File: src/include/pstat_params.svh
// Offsets, field positions and reset values of the status bank.
// Assumes inclusion by bare name from the package and design files.
`ifndef PSTAT_PARAMS_SVH
`define PSTAT_PARAMS_SVH
// ----------------------------------------
// Register offsets
// ----------------------------------------
`define PSTAT_OFS_WATCHDOG_FAULT_TALLY 7'h2A
`define PSTAT_OFS_PROGRAMMING_SUPPORT_STATE 7'h37
`define PSTAT_OFS_STEP_DOWN2_OUTPUT_SETTING 7'h39
`define PSTAT_OFS_HARDWARE_OPTION_DETECT 7'h3B
// ----------------------------------------
// Field positions in hardware_option_detect
// ----------------------------------------
`define PSTAT_BIT_MONITOR_TWO_USED 7
`define PSTAT_BIT_MONITOR_ONE_USED 6
`define PSTAT_BIT_STEP_UP_USED 4
`define PSTAT_BIT_STEP_DOWN2_USED 1
`define PSTAT_BIT_SWITCHING_BAND_SELECT 0
// ----------------------------------------
// Reset values and codes
// ----------------------------------------
`define PSTAT_RST_WATCHDOG_ERROR_LEVEL 4'h0
`define PSTAT_MODE_OPERATING 4'h3
`define PSTAT_MODE_PROGRAMMING 4'h6
`define PSTAT_MODE_TEST 4'h9
`define PSTAT_RST_COARSE 4'h0
`define PSTAT_RST_FINE 4'h2
`define PSTAT_COARSE_MAX 4'h4
`define PSTAT_FINE_MAX 4'h8
`define PSTAT_RST_OPTION_BIT 1'b1
`define PSTAT_RST_HARDWARE_OPTION_DETECT 8'hD3
`endif

File: src/include/pstat_pkg.sv
// Types shared by the status bank and its field sampler.
// Assumes pstat_params.svh is on the include path.
package pstat_pkg;
  `include "pstat_params.svh"

  // Operating, programming and test modes
  typedef enum logic [2:0] {
    PSTAT_MODE_OP = 3'b001,
    PSTAT_MODE_PRG = 3'b010,
    PSTAT_MODE_TST = 3'b100
  } pstat_mode_e;

  // Live status gathered from the rest of the chip
  typedef struct packed {
    logic [3:0] watchdog_error_level;
    logic mode_programming;
    logic mode_test;
    logic [3:0] step_down2_coarse_code;
    logic [3:0] step_down2_fine_code;
    logic monitor_two_used;
    logic monitor_one_used;
    logic step_up_used;
    logic step_down2_used;
    logic switching_band_select;
  } pstat_live_s;

  // Register read or write access
  typedef struct packed {
    logic rd;
    logic wr;
    logic [6:0] addr;
    logic [7:0] wdata;
  } pstat_acc_s;
endpackage

File: src/hdl/pstat_mode_track.sv
// Mode tracker: turns the mode requests into a one-hot state and code.
// Assumes requests come from logic on i_clk_sys; test outranks programming.
`timescale 1ns/100ps
module pstat_mode_track
  import pstat_pkg::*;
(
  input wire logic i_clk_sys,
  input wire logic i_reset,
  input wire logic i_mode_programming,
  input wire logic i_mode_test,
  output logic [3:0] o_device_mode_code
);
  `include "pstat_params.svh"

  pstat_mode_e state_q;
  pstat_mode_e state_d;

  // Next mode; test mode wins over programming, operating when neither is requested
  always_comb begin
    if (i_mode_test) begin
      state_d = PSTAT_MODE_TST;
    end else if (i_mode_programming) begin
      state_d = PSTAT_MODE_PRG;
    end else begin
      state_d = PSTAT_MODE_OP;
    end
  end

  // Mode state
  always_ff @(posedge i_clk_sys) begin
    if (i_reset) begin
      state_q <= PSTAT_MODE_OP;
    end else begin
      state_q <= state_d;
    end
  end

  // Code presented to the host, decoded from the held state; reset state is operating
  always_comb begin
    case (state_q)
      PSTAT_MODE_OP: o_device_mode_code = `PSTAT_MODE_OPERATING;
      PSTAT_MODE_PRG: o_device_mode_code = `PSTAT_MODE_PROGRAMMING;
      PSTAT_MODE_TST: o_device_mode_code = `PSTAT_MODE_TEST;
      default: o_device_mode_code = `PSTAT_MODE_OPERATING;
    endcase
  end
endmodule

File: src/hdl/pstat_regs.sv
// Read-only status and option bank reached by register read/write strobes.
// Assumes the serial front end decodes frames into i_acc, one access per cycle,
// and all live status inputs come from logic on i_clk_sys.
`timescale 1ns/100ps
module pstat_regs
  import pstat_pkg::*;
(
  input wire logic i_clk_sys,
  input wire logic i_reset,
  input wire pstat_acc_s i_acc,
  input wire pstat_live_s i_live,
  output logic [7:0] o_rdata,
  output logic o_rvalid,
  output logic o_addr_err,
  output logic [7:0] o_watchdog_fault_tally,
  output logic [7:0] o_programming_support_state,
  output logic [7:0] o_step_down2_output_setting,
  output logic [7:0] o_hardware_option_detect
);
  `include "pstat_params.svh"

  // ----------------------------------------
  // Field holding registers
  // ----------------------------------------
  logic [3:0] watchdog_error_level_q;
  logic [3:0] step_down2_coarse_code_q;
  logic [3:0] step_down2_fine_code_q;
  // Option bits in register order, monitor two first; one flop each
  localparam int OPTION_COUNT = 5;
  logic [OPTION_COUNT-1:0] option_q;
  logic [OPTION_COUNT-1:0] option_live;
  logic [3:0] device_mode_code;

  // Address decode, used by the error flag only; read data selects in image_at
  function automatic logic is_mapped(input logic [6:0] addr);
    is_mapped = (addr == `PSTAT_OFS_WATCHDOG_FAULT_TALLY) ||
                (addr == `PSTAT_OFS_PROGRAMMING_SUPPORT_STATE) ||
                (addr == `PSTAT_OFS_STEP_DOWN2_OUTPUT_SETTING) ||
                (addr == `PSTAT_OFS_HARDWARE_OPTION_DETECT);
  endfunction

  // Coarse code check; codes past the table name no voltage
  function automatic logic coarse_legal(input logic [3:0] code);
    coarse_legal = (code <= `PSTAT_COARSE_MAX);
  endfunction

  // Fine code check; codes past the table name no voltage
  function automatic logic fine_legal(input logic [3:0] code);
    fine_legal = (code <= `PSTAT_FINE_MAX);
  endfunction

  // Image select by offset; anything unmapped reads as zero
  function automatic logic [7:0] image_at(input logic [6:0] addr, input logic [7:0] wdt,
                                          input logic [7:0] mode, input logic [7:0] b2,
                                          input logic [7:0] hw);
    case (addr)
      `PSTAT_OFS_WATCHDOG_FAULT_TALLY: image_at = wdt;
      `PSTAT_OFS_PROGRAMMING_SUPPORT_STATE: image_at = mode;
      `PSTAT_OFS_STEP_DOWN2_OUTPUT_SETTING: image_at = b2;
      `PSTAT_OFS_HARDWARE_OPTION_DETECT: image_at = hw;
      default: image_at = 8'h00;
    endcase
  endfunction

  // Mode code comes from its own tracker
  pstat_mode_track u_mode (
    .i_clk_sys(i_clk_sys),
    .i_reset(i_reset),
    .i_mode_programming(i_live.mode_programming),
    .i_mode_test(i_live.mode_test),
    .o_device_mode_code(device_mode_code)
  );

  // Watchdog count sampled each cycle; 4 bits so never above 15
  always_ff @(posedge i_clk_sys) begin
    if (i_reset) begin
      watchdog_error_level_q <= `PSTAT_RST_WATCHDOG_ERROR_LEVEL;
    end else begin
      watchdog_error_level_q <= i_live.watchdog_error_level;
    end
  end

  // Coarse step-down2 code; a code past the table holds the last legal one,
  // so the host never reads a setting that names no voltage
  always_ff @(posedge i_clk_sys) begin
    if (i_reset) begin
      step_down2_coarse_code_q <= `PSTAT_RST_COARSE;
    end else if (coarse_legal(i_live.step_down2_coarse_code)) begin
      step_down2_coarse_code_q <= i_live.step_down2_coarse_code;
    end
  end

  // Fine step-down2 code; same hold rule as the coarse code
  always_ff @(posedge i_clk_sys) begin
    if (i_reset) begin
      step_down2_fine_code_q <= `PSTAT_RST_FINE;
    end else if (fine_legal(i_live.step_down2_fine_code)) begin
      step_down2_fine_code_q <= i_live.step_down2_fine_code;
    end
  end

  // ----------------------------------------
  // Option detection bits
  // ----------------------------------------
  // Live option levels gathered in register order
  always_comb begin
    option_live[4] = i_live.monitor_two_used;
    option_live[3] = i_live.monitor_one_used;
    option_live[2] = i_live.step_up_used;
    option_live[1] = i_live.step_down2_used;
    option_live[0] = i_live.switching_band_select;
  end

  // One flop per option; all read as set until the first sample after reset
  for (genvar b = 0; b < OPTION_COUNT; b++) begin : g_option
    always_ff @(posedge i_clk_sys) begin
      if (i_reset) begin
        option_q[b] <= `PSTAT_RST_OPTION_BIT;
      end else begin
        option_q[b] <= option_live[b];
      end
    end
  end

  // ----------------------------------------
  // Register images
  // ----------------------------------------
  logic [7:0] img_wdt;
  logic [7:0] img_mode;
  logic [7:0] img_b2;
  logic [7:0] img_hw;

  // Assembled images; unused bits tied low
  always_comb begin
    img_wdt = {4'h0, watchdog_error_level_q};
    img_mode = {4'h0, device_mode_code};
    img_b2 = {step_down2_coarse_code_q, step_down2_fine_code_q};
    img_hw = 8'h00;
    img_hw[`PSTAT_BIT_MONITOR_TWO_USED] = option_q[4];
    img_hw[`PSTAT_BIT_MONITOR_ONE_USED] = option_q[3];
    img_hw[`PSTAT_BIT_STEP_UP_USED] = option_q[2];
    img_hw[`PSTAT_BIT_STEP_DOWN2_USED] = option_q[1];
    img_hw[`PSTAT_BIT_SWITCHING_BAND_SELECT] = option_q[0];
  end

  // ----------------------------------------
  // Register copies seen by the rest of the chip
  // ----------------------------------------
  // No write path exists anywhere below, so host writes change nothing
  always_ff @(posedge i_clk_sys) begin
    if (i_reset) begin
      o_watchdog_fault_tally <= {4'h0, `PSTAT_RST_WATCHDOG_ERROR_LEVEL};
    end else begin
      o_watchdog_fault_tally <= img_wdt;
    end
  end

  // Mode image; reset shows the operating code
  always_ff @(posedge i_clk_sys) begin
    if (i_reset) begin
      o_programming_support_state <= {4'h0, `PSTAT_MODE_OPERATING};
    end else begin
      o_programming_support_state <= img_mode;
    end
  end

  // Step-down2 image; reset is coarse 0 with the default fine code
  always_ff @(posedge i_clk_sys) begin
    if (i_reset) begin
      o_step_down2_output_setting <= {`PSTAT_RST_COARSE, `PSTAT_RST_FINE};
    end else begin
      o_step_down2_output_setting <= img_b2;
    end
  end

  // Option image; reset reads every option as present, high band
  always_ff @(posedge i_clk_sys) begin
    if (i_reset) begin
      o_hardware_option_detect <= `PSTAT_RST_HARDWARE_OPTION_DETECT;
    end else begin
      o_hardware_option_detect <= img_hw;
    end
  end

  // ----------------------------------------
  // Read port
  // ----------------------------------------
  // Read strobe echoed one cycle later; writes never raise it
  always_ff @(posedge i_clk_sys) begin
    if (i_reset) begin
      o_rvalid <= 1'b0;
    end else begin
      o_rvalid <= i_acc.rd;
    end
  end

  // Error pulse for any strobe outside the map, reads and writes alike
  always_ff @(posedge i_clk_sys) begin
    if (i_reset) begin
      o_addr_err <= 1'b0;
    end else begin
      o_addr_err <= (i_acc.rd | i_acc.wr) & ~is_mapped(i_acc.addr);
    end
  end

  // Read data stands only in the valid cycle and is zero otherwise, so a
  // stale value cannot be mistaken for an answer
  always_ff @(posedge i_clk_sys) begin
    if (i_reset) begin
      o_rdata <= 8'h00;
    end else if (i_acc.rd) begin
      o_rdata <= image_at(i_acc.addr, img_wdt, img_mode, img_b2, img_hw);
    end else begin
      o_rdata <= 8'h00;
    end
  end
endmodule

File: config.mk
export PLATFORM = sky130hd
export DESIGN_NAME = pstat_regs
export DESIGN_NICKNAME = d
export VERILOG_FILES = /design/src/include/pstat_pkg.sv /design/src/hdl/pstat_mode_track.sv /design/src/hdl/pstat_regs.sv
export VERILOG_INCLUDE_DIRS = /design/src /design/src/include
export SDC_FILE = /design/constraint.sdc
export NUM_CORES = 1
export LEC_CHECK = 0
export ABC_AREA = 1
export BUFFER_PORTS_ARGS = -buffer_cell sky130_fd_sc_hd__buf_4
export CORE_ASPECT_RATIO = 0.5
export CORE_UTILIZATION = 46
export DETAILED_ROUTE_END_ITERATION = 8
export GPL_ROUTABILITY_DRIVEN = 0
export HOLD_SLACK_MARGIN = 0.02
export PLACE_DENSITY = 0.78
export SYNTH_ARGS = -nofsm -noshare
export SYNTH_HDL_FRONTEND = slang
export SYNTH_HIERARCHICAL = 1
export SYNTH_SLANG_ARGS = --single-unit
File: constraint.sdc
create_clock -name i_clk_sys -period 1.35 [get_ports i_clk_sys]
set_clock_uncertainty 0.15 [all_clocks]
set_input_delay 0.2025 -clock i_clk_sys [delete_from_list [all_inputs] [get_ports i_clk_sys]]
set_output_delay 0.2025 -clock i_clk_sys [all_outputs]
set_load 0.03 [all_outputs]
# Word-level counts from Yosys, hierarchy flattened
# Index checks and enable logic that the tools add are counted.
# classes
bitwise,4
muxes,4
eq_ne,6
magnitude_cmp,2
n_reduce_logical,5
# op_table
operator,n
$pmux W8 S4,1
$eq A7 B6 Y1 const B,4
$pmux W4 S2,1
$le A4 B3 Y1 const B,1
$le A4 B4 Y1 const B,1
$reduce_or A2 Y1,2
$eq A3 B2 Y1 const B,1
$eq A3 B3 Y1 const B,1
$logic_or A1 B1 Y1,3
$mux W3,1
$mux W2,1
$not A1 Y1,2
$and A1 B1 Y1,1
$or A1 B1 Y1,1
# word_totals
wordCells,41
inputBits,38
register_bits,62
output_inout_bits,42

# Logic depth before layout (Yosys ltp)
# Gate-level depths: netlist (run 1).
# logic_depth
depth_word,6
ltp_mapped,8
ltp_nobuf,8

# Cells and area by module
# Netlist (run 1), hierarchy kept.
# modules_own_cells
mod,instances,cells_each,seq_area_each_um2,area_per_inst_um2
pstat_regs,1,212,960.9,1732.9
pstat_mode_track,1,18,60.1,118.9

# Worst setup path after synthesis (run 1)
# OpenSTA, ideal clock, no wires.
# synth_path
path_type,register to register
start,register u_mode.state_q[1]
end,register o_programming_support_state[0]
t_arrival_ps,759
path_buffers,0
synth_period_minus_slack_ps,1032
setup_time_ps,123
required_time_ps,1077
path_slack_ps,318
stages_incl_launch_ff,5
cell_sequence,dfxtp_1 inv_1 nor2_1 nand2_1 or2_2
# synth_between
elab_chain_cells,2
elab_cells_between_ends,3
cone_classes,eq/ne: 2; mux: 1
# synth_rtl
item,line_no,rtl
start: declaration,pstat_mode_track.sv:15,pstat_mode_e state_q;
start signal: assignment,pstat_mode_track.sv:34,state_q <= state_d;
$eq A3 B3 Y1 or $eq A3 B2 Y1 (tied branches),pstat_mode_track.sv:40,case (state_q)
$pmux W4 S2 *,pstat_mode_track.sv:40,
via device_mode_code[0],pstat_regs.sv:32,logic [3:0] device_mode_code;
end signal: assignment,pstat_regs.sv:161,"o_programming_support_state <= {4'h0, `PSTAT_MODE_OPERATING};"
end signal: assignment,pstat_regs.sv:163,o_programming_support_state <= img_mode;
end: declaration,pstat_regs.sv:16,"output logic [7:0] o_programming_support_state,"
# The timed path passes the listed nets; every way through them passes the cells marked *.
# A chain may end at the register's enable or synchronous reset.

# Final worst setup path (run 1)
# layout_path
start,input i_live[5] (netlist bit)
end,register step_down2_fine_code_q[1]
# layout_between
elab_chain_cells,1
# layout_rtl
item,line_no,rtl
start: declaration,pstat_regs.sv:11,"input wire pstat_live_s i_live,"
$le A4 B4 Y1 (no line),--,
end signal: assignment,pstat_regs.sv:96,step_down2_fine_code_q <= `PSTAT_RST_FINE;
end signal: assignment,pstat_regs.sv:98,step_down2_fine_code_q <= i_live.step_down2_fine_code;
end: declaration,pstat_regs.sv:27,logic [3:0] step_down2_fine_code_q;
# Every way passes these cells.

==> summary.txt, run 1 <==
Run status
  – Outcome: finished, final reports clean

Clock network
  – H-tree Lvls: 2
  – Worst-case clock buffer depth: 2
  – CTS Hold Bufs: 14
  – CTS tree: built
  – Post-CTS setup buffers: 0
  – Clock sinks: between 50 and 60
  – Post-CTS Resized: 0
  – Root Buffer: clkbuf_8
  – Num CTS Buffers: 5
  – Clock-pin slew on the worst setup and hold paths: 0.08 ns
  – Clock Latency Late Sink: approximately 0.30 ns

Worst hold path
  – Type of the tightest min-delay check: in2reg

Routing
  – DRC viols: 0
  – Detail Route Antenna Nets: 0
  – TritonRoute pass-1 iters: 4
  – DRT iter0 DRCs: 57
  – Vias/cell: around 4.3
  – Routed WL: 3840 µm
  – Total number of vias: approximately 1600
  – Drt wl/cell: roughly 11 µm

Global route
  – Vias in the first global route: ~1400
  – Global route total overflow: 0
  – Antenna violations before repair: 0
  – First-pass GRT wire length: approximately 5800 µm
  – Total GRT Usage: a little under a fifth
  – Largest net degree at the start of global routing: 23

STA
  – Slew Limit Fails: 0
  – Fin crit share: roughly 92%
  – Highest Clock Rate: between 800 and 900 MHz
  – Crit path time final: about 1.2 ns
  – Hold Slack: between 0.03 and 0.04 ns
  – Finish-stage setup viols: 0
  – Setup tns final: 0 ns
  – Hold Vio Cnt, Final: 0
  – PnR worst setup slack: about 0.11 ns
  – RSZ-0062 raised after global routing: false

Final layout
  – FILL cells: about 300
  – Most common cell after layout, fill and taps aside: buf_4
  – Final Util: a little under three quarters
  – NumNets Final: 350
  – Area Growth Syn to Fin: 39.7%
  – Ant diodes: 0
  – Layout Cells excl Fill: around 360
  – Fin area: 2590 µm²
  – Fraction of layout instances using a drive strength above 1: between 20 and 30%
  – Most frequent cells in the layout: buf_4, dfxtp_1, nor2_1

Synthesis
  – Ys Warns: 6
  – Yosys cell types: 23
  – Mean post-synth cell area: 8.05 µm²
  – Synth Register Bits: 51
  – Register area share after synthesis: a little under three fifths
  – Post-Syn Area: roughly 1900 µm²
  – Post-Synthesis Cells: between 200 and 250

Place
  – HPWL after DPL: roughly 2800 µm
  – Post-Place Cell Area: between 2000 and 2500 µm²
  – DP Cell Count: between 300 and 400
  – I/O Buffers: 60
  – Pre-CTS setup slack: 0.0869 ns

Die
  – Die width: 91.7 µm
  – Core Area: 3640 µm²
  – # IOs: 80
  – Die area: around 4300 µm²
  – Row count: 15
  – Initial Utilization: between 50% and 60%
  – Die Ht: about 47 µm

Power and ir drop
  – Total power per unit cell area: 1140 nW/µm²
  – Pleak: roughly 1.3 nW
  – Power Total: around 2.9 mW
  – VDD IR max: approximately 0.54 mV

Setup path
  – Worst Path Required: approximately 1.4 ns
  – Critical Path End Type: flip-flop
  – Arrival @ worst endpoint: approximately 1.3 ns
  – Crit Path Max Fanout: 3
  – Nature of the critical path startpoint: primary input
  – WS Path Type: in2reg

Run
  – MaxCap Viol Count: 0
layer usage:
metal,track usage (%),vias up,part of all wire [%]
met2,33.8,48,48
met5,0,-,0
met1,21.1,691,46
met4,8.44,0,0.96
li1,-,829,-
met3,4.85,4,4.9
sequential cells by signal (all words and copies together), names as in the netlist, 3 cells and up:
register	count
watchdog_error_level_q	4
img_hw	5
o_watchdog_fault_tally	4
o_hardware_option_detect	5
o_rdata	8
o_step_down2_output_setting	8
u_mode/state_q	3
o_programming_support_state	4
step_down2_coarse_code_q	4
step_down2_fine_code_q	4
report_power, final:
group | internal (mW) | switching (mW) | total [mW]
Clock | 0.543 | 0.460 | 1.00
Combinational | 0.156 | 0.204 | 0.360
Sequential | 1.56 | 0.0225 | 1.58
Total | 2.26 | 0.686 | 2.94
final timing paths:
| kind | end | slack [ns] | cells past startpoint | start |
|---|---|---|---|---|
| min | o_addr_err | 0.03 | 3 | i_acc[15] |
| min reg2reg | o_watchdog_fault_tally[1] | 0.28 | 2 | watchdog_error_level_q[1] |
| max | step_down2_fine_code_q[1] | 0.11 | 8 | i_live[5] |
| max reg2reg | o_rdata[2] | 0.25 | 7 | u_mode/state_q[0] |
worst max-delay path: stages:
cell	delay [ns]
dlygate4sd3_1	0.53
buf_4	0.13
inv_1	0.06
nand3_1	0.09
nand2_1	0.07
inv_1	0.06
nand2_1	0.06
o211ai_1	0.07
area by class of cell:
class                   instances  area, µm²  share of cell area [%]
inverters                      38        143                    5.52
well taps                      51       63.8                    2.47
clock inverters                 1       30.0                    1.16
clock buffers                   6       72.6                    2.81
multi-input cells             136        618                    23.9
repair buffers                 80        638                    24.7
flip-flops and latches         51       1020                    39.5
cell families (layout without fill, tap and decap cells):
family / after synthesis / after routing / share of synthesized area [%]
buffers and inverters: 53 / 125 / 13.5
other: 1 / 11 / 0.203
AOI/OAI and AO/OA: 13 / 13 / 3.92
and+or+nand+nor: 112 / 112 / 27.2
DFF: 51 / 51 / 55.1
synth_stat cells (all sizes together):
master  number  area [µm²]
buf         14         104
dfxtp       51        1020
o31ai        2        15.0
nand3       17        85.1
and3         1        6.26
nor3         2        10.0
a21oi        3        15.0
o21ai        7        35.0
inv         38         143
or2         14        87.6
conb         1        3.75
nand2       36         140
clkbuf       1        3.75
o211ai       1        7.51
nor2        42         175
Note: power is estimated with default switching activity, not from simulation.
==> run 2: changes to the inputs <==
- HOLD_SLACK_MARGIN: 0.02 -> 0.1
==> run 2 against run 1 <==
Against the previous run:
- core utilization grew 2.8 points
- die area is the same
- register-to-register slack is essentially flat
- critical path depth shrank 2
- power grew 1.2%
- sequential share of layout area shrank 1.5 points
- clock power is essentially flat
- combinational power grew 8.3%
- cell area grew 4.0%
==> summary.txt, run 2 (synthesis results as in run 1) <==
Run status
  – Outcome: finished, final reports clean (unchanged)

Final layout
  – Largest regs: o_rdata x8, o_step_down2_output_setting x8 (unchanged)
  – Area Growth Syn to Fin: 45.2% (was 39.7%)
  – Fraction of layout instances using a drive strength above 1: 28.9% (was 29.8%)
  – NumNets Final: 360 (was 350)
  – Ant diodes: 0 (unchanged)
  – Fin area: 2690 µm² (was 2590 µm²)
  – FILL cells: 283 (was 298)
  – Most common cell after layout, fill and taps aside: buf_4 (unchanged)
  – Most frequent cells in the layout: buf_4, dfxtp_1, nor2_1 (unchanged)

Setup path
  – Arrival @ worst endpoint: 1.38 ns (was 1.28 ns)
  – Worst Path Required: 1.42 ns (was 1.39 ns)
  – Crit Path Max Fanout: 7 (was 3)
  – Critical Path End Type: flip-flop (unchanged)
  – WS Path Type: in2reg (unchanged)
  – Nature of the critical path startpoint: primary input (unchanged)

Clock network
  – Clock sinks: 51 (unchanged)
  – Num CTS Buffers: 5 (unchanged)
  – CTS tree: built (unchanged)
  – H-tree Lvls: 2 (unchanged)
  – Post-CTS setup buffers: 0 (unchanged)
  – Clock-pin slew on the worst setup and hold paths: 0.09 ns (was 0.08 ns)
  – Root Buffer: clkbuf_8 (unchanged)
  – Worst-case clock buffer depth: 2 (unchanged)
  – Clock Latency Late Sink: 0.30 ns (about the same)

Place
  – Post-Place Cell Area: 2330 µm² (unchanged)
  – I/O Buffers: 60 (unchanged)
  – HPWL after DPL: 2780 µm (unchanged)

Global route
  – Total GRT Usage: 20.5% (was 18.3%)
  – Global route total overflow: 0 (unchanged)
  – Antenna violations before repair: 0 (unchanged)
  – Vias in the first global route: 1455 (was 1364)
  – Largest net degree at the start of global routing: 15 (was 23)
  – First-pass GRT wire length: 6440 µm (was 5830 µm)

Routing
  – Met3 WL: 251 µm (was 187 µm)
  – Vias/cell: 4.37 (was 4.33)
  – DRC viols: 0 (unchanged)
  – Wl on met1: 1860 µm (was 1780 µm)
  – Detail Route Antenna Nets: 0 (unchanged)
  – Drt wl/cell: 11.2 µm (was 10.6 µm)
  – Total number of vias: 1629 (was 1572)
  – Met2 WL: 2000 µm (was 1840 µm)
  – Routed WL: 4180 µm (was 3840 µm)
  – Top Metal Used: met4 (unchanged)
  – DRT iter0 DRCs: 84 (was 57)
  – TritonRoute pass-1 iters: 4 (unchanged)

Die
  – Die area: 4300 µm² (unchanged)
  – # IOs: 80 (unchanged)
  – Die Ht: 46.9 µm (unchanged)
  – Row count: 15 (unchanged)
  – Die width: 91.7 µm (unchanged)
  – Initial Utilization: 50.9% (unchanged)
  – Core Area: 3640 µm² (unchanged)

STA
  – Fin crit share: 96.6% (was 92.0%)
  – Hold Vio Cnt, Final: 0 (unchanged)
  – Highest Clock Rate: 767 MHz (was 805 MHz)
  – RSZ-0062 raised after global routing: false (unchanged)
  – Crit path time final: 1.30 ns (was 1.24 ns)
  – Hold Slack: 0.142 ns (was 0.0317 ns)
  – Slew Limit Fails: 0 (unchanged)
  – Setup tns final: 0 ns (unchanged)
  – Finish-stage setup viols: 0 (unchanged)

Run
  – MaxCap Viol Count: 0 (unchanged)

Power and ir drop
  – Pleak: 1.31 nW (was 1.26 nW)
  – Power Total: 2.98 mW (was 2.94 mW)
  – Total power per unit cell area: 1110 nW/µm² (was 1140 nW/µm²)
  – VDD IR max: 0.554 mV (was 0.536 mV)

Worst hold path
  – Type of the tightest min-delay check: in2reg (unchanged)
==> run 2: cell types whose count changed in the layout (fill, tap and decap cells not counted), sizes merged <==
cell	change
dlymetal6s4s	+1
dlygate4sd3	+9
==> run 2: worst max-delay path, cell delays in order <==
cell and delay, ns:
buf_4 0.14, dlygate4sd3_1 0.56, buf_4 0.15, nor2_1 0.17, nand2_1 0.08, o31ai_1 0.06
==> run 2: layout make-up <==
| class | count | area [µm²] | area share [%] |
|---|---|---|---|
| flip-flops and latches | 51 | 1020 | 38.0 |
| repair buffers | 90 | 741 | 27.5 |
| multi-input cells | 136 | 618 | 23.0 |
| inverters | 38 | 143 | 5.30 |
| clock buffers | 6 | 72.6 | 2.70 |
| well taps | 51 | 63.8 | 2.37 |
| clock inverters | 1 | 30.0 | 1.12 |
==> run 2: per-stage QoR <==
stage	utilization, %	instances	setup slack, ns
6_report	73.8	373	0.0459
5_1_grt	73.8	373	0.0317
4_1_cts	73.8	373	0.00973
3_5_place_dp	64.1	341	0.0869
3_3_place_gp	64.1	341	0.116
2_1_floorplan	-	240	0.318
==> run 2: report_power, final <==
group / total [mW] / switching [mW] / internal, mW
clock network: 1.01 / 0.465 / 0.543
logic: 0.390 / 0.214 / 0.176
registers: 1.58 / 0.0224 / 1.56
==> run 2: path summary, 6_finish.rpt <==
path,cells after the start,endpoint,from,slack [ns]
worst max-delay path,6,step_down2_fine_code_q[0],i_reset,0.05
worst min register to register,2,o_watchdog_fault_tally[1],watchdog_error_level_q[1],0.27
worst min-delay path,3,o_programming_support_state[2],i_reset,0.14
worst max register to register,7,o_rdata[2],u_mode/state_q[0],0.24
==> run 2: what timing repair did <==
item                       in CTS  in global routing
hold endpoints to repair       23                  0
hold buffers                   25                  0
resized for setup               0                  2
setup endpoints to repair       0                 12
==> run 2: per-layer routing <==
| metal | GRT usage, % | vias up |
|---|---|---|
| met2 | 37.0 | 71 |
| met4 | 9.69 | 0 |
| met3 | 5.18 | 9 |
| li1 | - | 847 |
| met5 | 0 | - |
| met1 | 24.4 | 702 |
